### config.mk
export PLATFORM = sky130hd
export DESIGN_NAME = sce_top
export DESIGN_NICKNAME = d
export VERILOG_FILES = /design/src/sce_pkg.sv /design/src/sce_cfg_check.sv /design/src/sce_top.sv
export SDC_FILE = /design/constraint.sdc
export NUM_CORES = 1
export LEC_CHECK = 0
export BUFFER_PORTS_ARGS = -buffer_cell sky130_fd_sc_hd__buf_4
export CAP_MARGIN = 20
export CORE_MARGIN = 8
export CORE_UTILIZATION = 35
export DETAILED_ROUTE_END_ITERATION = 10
export PLACE_DENSITY_LB_ADDON = 0.12
export SYNTH_ARGS = -nofsm -noshare
export SYNTH_HDL_FRONTEND = slang
export SYNTH_SLANG_ARGS = --single-unit
export TNS_END_PERCENT = 20
### constraint.sdc
create_clock -name ref_clk -period 2.4 [get_ports ref_clk]
set_clock_uncertainty 0.1 [all_clocks]
set_input_delay 0.48 -clock ref_clk [delete_from_list [all_inputs] [get_ports ref_clk]]
set_output_delay 0.48 -clock ref_clk [all_outputs]
set_load 0.01 [all_outputs]
### src/sce_pkg.sv
// package: constants and carrier types of the setup check and error reporter
package sce_pkg;
    ////////////////////////////////////////////////////////////////////////////
    // register port offsets
    localparam logic [7:0] OFF_SRC  = 8'h00;
    localparam logic [7:0] OFF_OUT  = 8'h04;
    localparam logic [7:0] OFF_PID  = 8'h08;
    localparam logic [7:0] OFF_INP  = 8'h0C;
    localparam logic [7:0] OFF_ALM  = 8'h10;
    localparam logic [7:0] OFF_STAT = 8'h14;
    localparam logic [7:0] OFF_MASK = 8'h18;
    localparam logic [7:0] OFF_ERR  = 8'h1C;
    // reset values
    localparam logic [3:0]  SRC_RST  = 4'h0;
    localparam logic [2:0]  OUT_RST  = 3'h0;
    localparam logic [31:0] PID_RST  = 32'h1414_1414;
    localparam logic [7:0]  INP_RST  = 8'h00;
    localparam logic [7:0]  ALM_RST  = 8'h00;
    localparam logic [2:0]  MASK_RST = 3'h0;
    // status bit positions
    localparam int ST_SETUP = 0;
    localparam int ST_COMM  = 1;
    localparam int ST_TUNE  = 2;
    localparam int ST_W     = 3;
    ////////////////////////////////////////////////////////////////////////////
    // setting encodings
    localparam logic [1:0] PV_IN1    = 2'h0;
    localparam logic [1:0] PV_IN2    = 2'h1;
    localparam logic [1:0] PV_DIFF12 = 2'h2;
    localparam logic [1:0] PV_DIFF21 = 2'h3;
    localparam logic [1:0] SP_LOCAL  = 2'h0;
    localparam logic [1:0] SP_IN1    = 2'h1;
    localparam logic [1:0] SP_IN2    = 2'h2;
    localparam logic [1:0] O2_NONE   = 2'h0;
    localparam logic [1:0] O2_COOL   = 2'h1;
    localparam logic [1:0] O2_ALARM  = 2'h2;
    localparam logic [3:0] ALM_NONE  = 4'h0;
    localparam logic [3:0] ALM_DWELL = 4'h1;
    localparam logic [3:0] ALM_DIF_L = 4'h2;
    localparam logic [3:0] ALM_DIF_H = 4'h5;
    // error codes
    localparam logic [7:0] ERR_NONE  = 8'h00;
    localparam logic [7:0] ERR_PV1   = 8'h01;
    localparam logic [7:0] ERR_PV2   = 8'h02;
    localparam logic [7:0] ERR_DIFF  = 8'h03;
    localparam logic [7:0] ERR_COOL  = 8'h04;
    localparam logic [7:0] ERR_UNIT  = 8'h05;
    localparam logic [7:0] ERR_ALM2  = 8'h06;
    localparam logic [7:0] ERR_DWELL = 8'h07;
    localparam logic [7:0] CE_FUNC   = 8'h0A;
    localparam logic [7:0] CE_ADDR   = 8'h0B;
    localparam logic [7:0] CE_PARAM  = 8'h0C;
    localparam logic [7:0] CE_RO     = 8'h0E;
    localparam logic [7:0] CE_RANGE  = 8'h0F;
    localparam logic [7:0] TE_FAIL   = 8'h14;
    localparam logic [7:0] TE_EVENT  = 8'h1A;
    // remote function codes
    localparam logic [7:0] FC_READ   = 8'h03;
    localparam logic [7:0] FC_WRITE  = 8'h06;
    ////////////////////////////////////////////////////////////////////////////
    // carrier types
    typedef struct packed {
        logic [1:0] process_value_source;
        logic [1:0] setpoint_source;
        logic       direct_cooling_action;
        logic [1:0] output_two_function;
        logic [7:0] proportional_band_one;
        logic [7:0] proportional_band_two;
        logic [7:0] integral_time_one;
        logic [7:0] integral_time_two;
        logic [1:0] input_one_unit;
        logic [1:0] input_two_unit;
        logic [1:0] input_one_decimal_point;
        logic [1:0] input_two_decimal_point;
        logic [3:0] alarm_one_function;
        logic [3:0] alarm_two_function;
    } sce_cfg_t;
    typedef struct packed {
        logic        valid;
        logic [7:0]  func;
        logic [15:0] addr;
        logic [15:0] data;
    } sce_req_t;
    typedef struct packed {
        logic       valid;
        logic [7:0] code;
    } sce_resp_t;
    typedef struct packed {
        logic        we;
        logic [15:0] addr;
        logic [15:0] data;
    } sce_par_t;
endpackage

### src/sce_cfg_check.sv
// module: setup consistency checker, registered error code
module sce_cfg_check (
    // clock and reset
    input  wire logic            ref_clk,
    input  wire logic            rst,
    // setup under test
    input  wire sce_pkg::sce_cfg_t cfg,
    // lowest active setup error code, zero when clean
    output logic [7:0]           code_q
);
    import sce_pkg::*;

    ////////////////////////////////////////////////////////////////////////////
    // decoded setup properties
    wire pv_diff  = cfg.process_value_source == PV_DIFF12 ||
                    cfg.process_value_source == PV_DIFF21;
    wire sp_input = cfg.setpoint_source == SP_IN1 || cfg.setpoint_source == SP_IN2;
    // any zero band or integral time drops output one out of pid mode
    wire pid_off  = cfg.proportional_band_one == 8'h00 ||
                    cfg.proportional_band_two == 8'h00 ||
                    cfg.integral_time_one == 8'h00 || cfg.integral_time_two == 8'h00;
    wire a1_diff  = cfg.alarm_one_function >= ALM_DIF_L &&
                    cfg.alarm_one_function <= ALM_DIF_H;
    wire a2_diff  = cfg.alarm_two_function >= ALM_DIF_L &&
                    cfg.alarm_two_function <= ALM_DIF_H;
    wire unit_ne  = cfg.input_one_unit != cfg.input_two_unit ||
                    cfg.input_one_decimal_point != cfg.input_two_decimal_point;

    // one term per illegal combination
    wire chk1 = cfg.process_value_source == PV_IN1 && cfg.setpoint_source == SP_IN1;
    wire chk2 = cfg.process_value_source == PV_IN2 && cfg.setpoint_source == SP_IN2;
    wire chk3 = pv_diff && sp_input;
    wire chk4 = cfg.output_two_function == O2_COOL &&
                (cfg.direct_cooling_action || pid_off);
    wire chk5 = unit_ne && (pv_diff || sp_input || a1_diff || a2_diff);
    wire chk6 = cfg.output_two_function == O2_ALARM &&
                cfg.alarm_two_function == ALM_NONE;
    wire chk7 = cfg.alarm_one_function == ALM_DWELL &&
                cfg.alarm_two_function == ALM_DWELL;

    // lowest number wins so the front panel shows a stable single code
    wire [7:0] code_d = chk1 ? ERR_PV1  : chk2 ? ERR_PV2  : chk3 ? ERR_DIFF :
                        chk4 ? ERR_COOL : chk5 ? ERR_UNIT : chk6 ? ERR_ALM2 :
                        chk7 ? ERR_DWELL : ERR_NONE;

    ////////////////////////////////////////////////////////////////////////////
    // re-evaluated every cycle, held while the condition stands
    always_ff @(posedge ref_clk) begin
        if (rst) begin
            code_q <= ERR_NONE;
        end else begin
            code_q <= code_d;
        end
    end

    a_same_src_one: assert property (@(posedge ref_clk) disable iff (rst)
        chk1 |=> code_q == ERR_PV1) else $error("input one double use not coded 1");
    a_cool_conflict: assert property (@(posedge ref_clk) disable iff (rst)
        chk4 && !chk1 && !chk2 && !chk3 |=> code_q == ERR_COOL)
        else $error("cooling conflict not coded 4");
    a_dwell_both: assert property (@(posedge ref_clk) disable iff (rst)
        chk7 && !(chk1 || chk2 || chk3 || chk4 || chk5 || chk6) |=> code_q == ERR_DWELL)
        else $error("double dwell timer not coded 7");
    a_code_held: assert property (@(posedge ref_clk) disable iff (rst)
        $stable(cfg) && code_q != ERR_NONE |=> code_q == $past(code_q))
        else $error("setup code changed without a setup change");
endmodule

### src/sce_top.sv
// module: setup check, remote request check and tuning fault reporter

////////////////////////////////////////////////////////////////////////////////
module sce_top #(
    parameter int               REG_COUNT       = 64,
    parameter logic [63:0]      PARAM_PRESENT   = 64'h0000_FFFF_FFFF_FFFF,
    parameter logic [63:0]      PARAM_READ_ONLY = 64'h0000_0000_0000_00FF,
    parameter logic [15:0]      VALUE_MAX       = 16'h270F
) (
    // clock and reset
    input  wire logic              ref_clk,
    input  wire logic              rst,
    // register port
    input  wire logic [7:0]        reg_addr,
    input  wire logic [31:0]       reg_wdata,
    input  wire logic              reg_wr,
    input  wire logic              reg_rd,
    output logic [31:0]            reg_rdata,
    // remote request and its answer
    input  wire sce_pkg::sce_req_t req,
    output sce_pkg::sce_resp_t     resp,
    // parameter store write
    output sce_pkg::sce_par_t      par_wr,
    // tuning and event input
    input  wire logic              tune_active,
    input  wire logic              tune_pid_bad,
    input  wire logic              tune_abort,
    input  wire logic              event_pin,
    // alarm two path
    input  wire logic              alarm_two_raw,
    output logic                   alarm_two_out,
    // error report
    output logic [7:0]             err_code,
    output logic                   irq
);
    import sce_pkg::*;

    localparam int IW = $clog2(REG_COUNT);

    ////////////////////////////////////////////////////////////////////////////
    // software setup registers and report state
    logic [3:0]      src_q;
    logic [2:0]      out_q;
    logic [31:0]     pid_q;
    logic [7:0]      inp_q;
    logic [7:0]      alm_q;
    logic [ST_W-1:0] mask_q;
    logic [ST_W-1:0] stat_q;
    logic [7:0]      evt_code_q;
    logic [7:0]      cfg_prev_q;
    logic            evt_s1_q;
    logic            evt_s2_q;
    logic            evt_s3_q;
    logic [7:0]      cfg_code;
    sce_cfg_t        cfg;

    // write and status read decode
    wire wr_src  = reg_wr && reg_addr == OFF_SRC;
    wire wr_out  = reg_wr && reg_addr == OFF_OUT;
    wire wr_pid  = reg_wr && reg_addr == OFF_PID;
    wire wr_inp  = reg_wr && reg_addr == OFF_INP;
    wire wr_alm  = reg_wr && reg_addr == OFF_ALM;
    wire wr_mask = reg_wr && reg_addr == OFF_MASK;
    wire err_clr = reg_wr && reg_addr == OFF_ERR;
    wire rd_stat = reg_rd && reg_addr == OFF_STAT;

    // setup fields as the checker sees them
    assign cfg.process_value_source    = src_q[1:0];
    assign cfg.setpoint_source         = src_q[3:2];
    assign cfg.direct_cooling_action   = out_q[0];
    assign cfg.output_two_function     = out_q[2:1];
    assign cfg.proportional_band_one   = pid_q[7:0];
    assign cfg.proportional_band_two   = pid_q[15:8];
    assign cfg.integral_time_one       = pid_q[23:16];
    assign cfg.integral_time_two       = pid_q[31:24];
    assign cfg.input_one_unit          = inp_q[1:0];
    assign cfg.input_two_unit          = inp_q[3:2];
    assign cfg.input_one_decimal_point = inp_q[5:4];
    assign cfg.input_two_decimal_point = inp_q[7:6];
    assign cfg.alarm_one_function      = alm_q[3:0];
    assign cfg.alarm_two_function      = alm_q[7:4];

    // setup registers hold until software rewrites them
    always_ff @(posedge ref_clk) begin
        if (rst) begin
            src_q  <= SRC_RST;
            out_q  <= OUT_RST;
            pid_q  <= PID_RST;
            inp_q  <= INP_RST;
            alm_q  <= ALM_RST;
            mask_q <= MASK_RST;
        end else begin
            if (wr_src)  src_q  <= reg_wdata[3:0];
            if (wr_out)  out_q  <= reg_wdata[2:0];
            if (wr_pid)  pid_q  <= reg_wdata;
            if (wr_inp)  inp_q  <= reg_wdata[7:0];
            if (wr_alm)  alm_q  <= reg_wdata[7:0];
            if (wr_mask) mask_q <= reg_wdata[ST_W-1:0];
        end
    end

    ////////////////////////////////////////////////////////////////////////////
    // setup consistency check
    sce_cfg_check u_check (
        .ref_clk (ref_clk),
        .rst     (rst),
        .cfg     (cfg),
        .code_q  (cfg_code)
    );

    ////////////////////////////////////////////////////////////////////////////
    // remote request check, lowest code first
    wire          fc_ok   = req.func == FC_READ || req.func == FC_WRITE;
    wire          is_wr   = req.func == FC_WRITE;
    wire          addr_ok = req.addr < 16'(REG_COUNT);
    wire [IW-1:0] idx     = req.addr[IW-1:0];
    wire          present = PARAM_PRESENT[idx];
    wire          rd_only = PARAM_READ_ONLY[idx];
    wire          over    = req.data > VALUE_MAX;
    wire [7:0]    comm_code = !fc_ok            ? CE_FUNC  :
                              !addr_ok          ? CE_ADDR  :
                              !present          ? CE_PARAM :
                              (is_wr && rd_only) ? CE_RO    :
                              (is_wr && over)   ? CE_RANGE :
                              ERR_NONE;
    wire          comm_err = req.valid && comm_code != ERR_NONE;
    // a faulty write never reaches the store
    wire          par_we_d = req.valid && is_wr && comm_code == ERR_NONE;

    // answer and store write one cycle after the request
    always_ff @(posedge ref_clk) begin
        if (rst) begin
            resp   <= '0;
            par_wr <= '0;
        end else begin
            resp.valid  <= req.valid;
            resp.code   <= req.valid ? comm_code : ERR_NONE;
            par_wr.we   <= par_we_d;
            par_wr.addr <= req.addr;
            par_wr.data <= req.data;
        end
    end

    ////////////////////////////////////////////////////////////////////////////
    // event pin synchroniser; the second and third stages feed the change detector
    always_ff @(posedge ref_clk) begin
        if (rst) begin
            evt_s1_q <= 1'b0;
            evt_s2_q <= 1'b0;
            evt_s3_q <= 1'b0;
        end else begin
            evt_s1_q <= event_pin;
            evt_s2_q <= evt_s1_q;
            evt_s3_q <= evt_s2_q;
        end
    end

    // tuning faults; a reported pid range fault counts as a failed run
    wire tune_fail = tune_active && (tune_pid_bad || tune_abort);
    wire tune_evt  = tune_active && (evt_s2_q != evt_s3_q);

    // latched event code: new event wins over a software clear
    wire [7:0] evt_code_d = tune_fail ? TE_FAIL  :
                            tune_evt  ? TE_EVENT :
                            comm_err  ? comm_code :
                            err_clr   ? ERR_NONE : evt_code_q;

    // setup faults outrank latched events, since they block control
    wire [7:0] err_code_d = (cfg_code != ERR_NONE) ? cfg_code : evt_code_d;

    ////////////////////////////////////////////////////////////////////////////
    // sticky status; set beats the read clear in the same cycle
    wire [ST_W-1:0] stat_set;
    wire [ST_W-1:0] stat_d;
    wire [ST_W-1:0] mask_d = wr_mask ? reg_wdata[ST_W-1:0] : mask_q;
    assign stat_set[ST_SETUP] = cfg_code != ERR_NONE && cfg_code != cfg_prev_q;
    assign stat_set[ST_COMM]  = comm_err;
    assign stat_set[ST_TUNE]  = tune_fail || tune_evt;

    genvar gi;
    generate
        for (gi = 0; gi < ST_W; gi++) begin : g_stat
            assign stat_d[gi] = stat_set[gi] || (stat_q[gi] && !rd_stat);
        end
    endgenerate

    // read data mux, unmapped offsets read zero
    wire [31:0] rd_mux =
        (reg_addr == OFF_SRC)  ? {28'h000_0000, src_q}           :
        (reg_addr == OFF_OUT)  ? {29'h0000_0000, out_q}          :
        (reg_addr == OFF_PID)  ? pid_q                           :
        (reg_addr == OFF_INP)  ? {24'h00_0000, inp_q}            :
        (reg_addr == OFF_ALM)  ? {24'h00_0000, alm_q}            :
        (reg_addr == OFF_STAT) ? {29'h0000_0000, stat_q}         :
        (reg_addr == OFF_MASK) ? {29'h0000_0000, mask_q}         :
        (reg_addr == OFF_ERR)  ? {24'h00_0000, err_code}         :
        32'h0000_0000;

    // alarm two drives output two only when its function exists
    wire alarm_d = cfg.output_two_function == O2_ALARM &&
                   cfg.alarm_two_function != ALM_NONE && alarm_two_raw;

    ////////////////////////////////////////////////////////////////////////////
    // report registers
    always_ff @(posedge ref_clk) begin
        if (rst) begin
            stat_q        <= '0;
            evt_code_q    <= ERR_NONE;
            cfg_prev_q    <= ERR_NONE;
            err_code      <= ERR_NONE;
            irq           <= 1'b0;
            reg_rdata     <= 32'h0000_0000;
            alarm_two_out <= 1'b0;
        end else begin
            stat_q        <= stat_d;
            evt_code_q    <= evt_code_d;
            cfg_prev_q    <= cfg_code;
            err_code      <= err_code_d;
            irq           <= |(stat_d & mask_d);
            reg_rdata     <= reg_rd ? rd_mux : 32'h0000_0000;
            alarm_two_out <= alarm_d;
        end
    end

    ////////////////////////////////////////////////////////////////////////////
    // checks next to the logic
    a_bad_func: assert property (@(posedge ref_clk) disable iff (rst)
        req.valid && !fc_ok |=> resp.valid && resp.code == CE_FUNC)
        else $error("bad function code not answered with 10");
    a_addr_range: assert property (@(posedge ref_clk) disable iff (rst)
        req.valid && fc_ok && req.addr >= 16'(REG_COUNT) |=> resp.code == CE_ADDR)
        else $error("out of range address not answered with 11");
    a_no_param: assert property (@(posedge ref_clk) disable iff (rst)
        req.valid && fc_ok && addr_ok && !PARAM_PRESENT[idx] |=> resp.code == CE_PARAM)
        else $error("absent parameter not answered with 12");
    a_read_only: assert property (@(posedge ref_clk) disable iff (rst)
        req.valid && is_wr && addr_ok && present && PARAM_READ_ONLY[idx]
        |=> resp.code == CE_RO && !par_wr.we)
        else $error("read-only write not answered with 14");
    a_value_range: assert property (@(posedge ref_clk) disable iff (rst)
        req.valid && is_wr && addr_ok && present && !rd_only && req.data > VALUE_MAX
        |=> resp.code == CE_RANGE) else $error("over-range write not answered with 15");
    a_err_no_write: assert property (@(posedge ref_clk) disable iff (rst)
        resp.valid && resp.code != ERR_NONE |-> !par_wr.we)
        else $error("faulty request reached the store");
    a_tune_fail: assert property (@(posedge ref_clk) disable iff (rst)
        tune_active && tune_pid_bad |=> evt_code_q == TE_FAIL && stat_q[ST_TUNE])
        else $error("tuning failure not coded 20");
    a_event_chg: assert property (@(posedge ref_clk) disable iff (rst)
        tune_active && evt_s2_q != evt_s3_q && !tune_pid_bad && !tune_abort
        |=> evt_code_q == TE_EVENT) else $error("event change in tuning not coded 26");
    a_alarm_gate: assert property (@(posedge ref_clk) disable iff (rst)
        cfg.alarm_two_function == ALM_NONE |=> !alarm_two_out)
        else $error("alarm driven with function none");
    a_rd_clear: assert property (@(posedge ref_clk) disable iff (rst)
        rd_stat && stat_set == '0 |=> stat_q == '0 ##1 !irq || stat_q != '0)
        else $error("status read did not clear");
    // report path and bus checks
    a_irq_level: assert property (@(posedge ref_clk) disable iff (rst)
        irq == (|(stat_q & mask_q))) else $error("interrupt level out of step with status");
    a_set_beats_clear: assert property (@(posedge ref_clk) disable iff (rst)
        stat_set != '0 |=> (stat_q & $past(stat_set)) == $past(stat_set))
        else $error("status event lost to a read clear");
    a_rdata_idle: assert property (@(posedge ref_clk) disable iff (rst)
        !reg_rd |=> reg_rdata == 32'h0000_0000) else $error("read data outside read cycle");
    a_setup_first: assert property (@(posedge ref_clk) disable iff (rst)
        cfg_code != ERR_NONE |=> err_code == $past(cfg_code))
        else $error("setup code not reported");
    a_comm_latch: assert property (@(posedge ref_clk) disable iff (rst)
        comm_err && !tune_fail && !tune_evt |=> evt_code_q == $past(comm_code))
        else $error("remote error code not latched");
    a_clear_loses: assert property (@(posedge ref_clk) disable iff (rst)
        err_clr && (tune_fail || tune_evt || comm_err) |=> evt_code_q != ERR_NONE)
        else $error("new event lost to a software clear");
    a_good_write: assert property (@(posedge ref_clk) disable iff (rst)
        par_we_d |=> par_wr.we && par_wr.addr == $past(req.addr))
        else $error("accepted write not passed to the store");
    a_alarm_pass: assert property (@(posedge ref_clk) disable iff (rst)
        cfg.output_two_function == O2_ALARM && cfg.alarm_two_function != ALM_NONE &&
        alarm_two_raw |=> alarm_two_out) else $error("enabled alarm two not driven");
endmodule

==> results.toml <==
[worst_setup_path]
critical_path.startpoint = "pid_q[4]"
worst_ep_arrival_time_ps = 2160
r2r_start = "pid_q[4]"
worst_r2r_endpoint = "u_check.code_q[2]"
crit_end = "u_check.code_q[2]"
path_cells = "nor4_1 -> a21oi_1 -> nand4_1 -> nand3b_1 -> and2_1 -> a2111oi_0"
r2r_cells = 6
critPathLaunchType = "flop"
critPathRequiredTime_ps = 2580
slowest_delay_ps = 430
path_class = "reg2reg"
r2r_setup_slack_ps = 430
worstPathMaxFanout = 3
crit_path_top_delay_cell = "a2111oi_0"
end_kind = "flop"

[yosys]
synth_most_common_cell = "dfxtp_1"
netlist_top_cells_count = "158 x dfxtp_1, 119 x nand2_1, 58 x a21oi_1"
synth_cells = 646
netlist.area_leader.share = 0.538
synthTopCellsByArea = "dfxtp_1 54%, nand2_1 7.6%, a21oi_1 4.9%"
syn-cell-area_mm2 = 0.00588
synthDistinctLibCells = 55
synth-main-ff-cell = "dfxtp_1"
yosys_warnings = 0
syn_area_per_cell_um2 = 9.11
ys_seq_area_frac = 0.538
ys_ff_latch = 158
synth_top_cell_by_area = "dfxtp_1"
synth_edf_count = 0
synthArstFlopShare = 0

[grt]
use_met3 = 0.0438
grt_pass1_vias = 5245
grt_pass1_wl_um = 27800
busiest_layer = "met2"
gr-usage-met2 = 0.267
grt_max_degree = 33
antenna_found_initial = 0
grtUsageTotal = 0.164
met1_usage = 0.200
grt_overflow = 0

[clock_network]
cts_setup_buffers = 0
htreeDepth = 4
clk_path_buf_depth = 2
cts-buffers-inserted = 17
clk_pin_slew_ps = 70
cts.sinks = 158
postCtsHoldBufs = 0
cts.repair.resized = 0
root_buffer = "clkbuf_16"
cts_tree = "yes"
clkLatencyLatePin_ps = 420

[hold_path]
hp-start = "req[2]"
min_path_type = "in2reg"

[final_layout]
postLayoutCoreUtil = 0.489
design_area_mm2 = 0.00809
syn_to_final_growth_pct = 37.4
drive_above_1_share = 0.285
fin_cells = 1058
diodes = 0
nNetsFinal = 917

[flow_run]
drv_cap = 0

[pwr]
p_switching_w = 0.00133
ir_drop_uv = 503
comb_power_share = 0.066
p_total_w = 0.00577
p_clk_frac = 0.468
internal_power_w = 0.00445
power_density_mw_per_mm2 = 714
swShare = 0.230
p_leak_nw = 3.36
p_seq_frac = 0.466

[timing]
worst_slew_pin_slew_ps = 601
fmax_mhz = 507
timing.final.hold_violations = 0
relSlewSlack = 0.596
drv_slew = 0
rsz0062_at_grt = "false"
fin_crit_ps = 1970
period_share = 0.822
finalSetupTns_ps = 0
final-setup-viol-count = 0

[detailed_routing]
vias = 5209
wl_per_cell_um = 16.3
ant_nets = 0
vias_per_cell = 4.92
remaining_drc_errors = 0
dr.pass1.iters = 6
drt-initial-drc-count = 327
finalWirelength_um = 17300

[floorplanning]
fp.dieW_um = 146
io_pins = 174
die_h_um = 146
coreArea_mm2 = 0.0165
dieArea_mm2 = 0.0212
start_util = 0.356
row_count = 47

[placed_design]
gp_congestion = 0.828
place_hpwl_um = 13100
dp.cells = 1026
dpl-instance-area_mm2 = 0.00749
io_buffers = 169

[run_status]
status = "finished, final reports clean"
==> how the worst min path moves through the flow <==
stage | endpoint | cells past startpoint | slack [ps]
6_report | par_wr[2] | 2 | 170
5_1_grt | par_wr[3] | 2 | 160
4_1_cts | par_wr[2] | 2 | 150
3_5_place_dp | evt_s2_q | 1 | 330
3_3_place_gp | evt_s2_q | 1 | 320
2_1_floorplan | evt_s2_q | 1 | 310
==> final cells by class <==
type,count,area [µm²]
clock buffers,18,439
clock inverters,14,158
fillers,1561,8440
inverters,8,30.0
multi-input cells,449,2550
flip-flops and latches,158,3160
well taps,220,275
repair buffers,191,1470
==> flip-flops by register name, indices dropped and copies added, names as in the netlist, 4 cells and up <==
| signal | flops |
|---|---|
| alm_q | 8 |
| err_code | 8 |
| evt_code_q | 8 |
| inp_q | 8 |
| par_wr | 33 |
| pid_q | 32 |
| reg_rdata | 32 |
| resp | 5 |
| src_q | 4 |
==> stage by stage <==
| stage | hold WS (ps) | setup slack (ps) |
|---|---|---|
| finish | 166 | 427 |
| CTS | 147 | 387 |
| global route | 158 | 257 |
| detailed placement | 333 | -5.51 |
| global placement | 322 | 111 |
| floorplan | 314 | 344 |
==> cell usage in the layout (no fill, tap or decap), types with 9 or more instances in the layout <==
| master | synthesis | layout |
|---|---|---|
| o21ai_0 | 9 | 9 |
| buf_4 | 4 | 188 |
| nor2b_1 | 41 | 41 |
| nor4_1 | 12 | 12 |
| clkbuf_16 | 0 | 17 |
| nand3_1 | 26 | 26 |
| nand2_1 | 119 | 119 |
| and2_1 | 32 | 32 |
| nor2_1 | 30 | 30 |
| nand3b_1 | 10 | 10 |
| a222oi_1 | 9 | 9 |
| mux2i_1 | 9 | 9 |
| dfxtp_1 | 158 | 158 |
| a21oi_1 | 58 | 58 |
==> power by group through the flow <==
stage	Combinational, W	Sequential, W	Clock, W
after floorplan	0.000126	0.00276	0
after global placement	0.000380	0.00275	0
after detailed placement	0.000384	0.00275	0
after CTS	0.000385	0.00269	0.00275
after global routing	0.000413	0.00269	0.00289
final	0.000383	0.00269	0.00270
==> layer usage <==
| metal | wire length (µm) | share of wire |
|---|---|---|
| met1 | 7410 | 0.43 |
| met2 | 8390 | 0.49 |
| met3 | 1220 | 0.071 |
| met4 | 267 | 0.015 |
| met5 | 0 | 0 |
==> critical path, delay by kind of cell (launching register included) <==
| kind | cells | cell delay [ps] |
|---|---|---|
| AND/OR/NAND/NOR | 4 | 860 |
| AO/OA/AOI/OAI | 2 | 550 |
| flip-flops | 1 | 330 |
==> cell families after synthesis <==
| family | synth area share |
|---|---|
| mux | 0.0211 |
| flops | 0.538 |
| fa+ha+maj | 0.00425 |
| other cells | 0.000637 |
| simple gates | 0.278 |
| compound gates | 0.115 |
| buf+inv | 0.0310 |
| xor+xnor | 0.0119 |
Note: power is estimated with default switching activity, not from simulation.
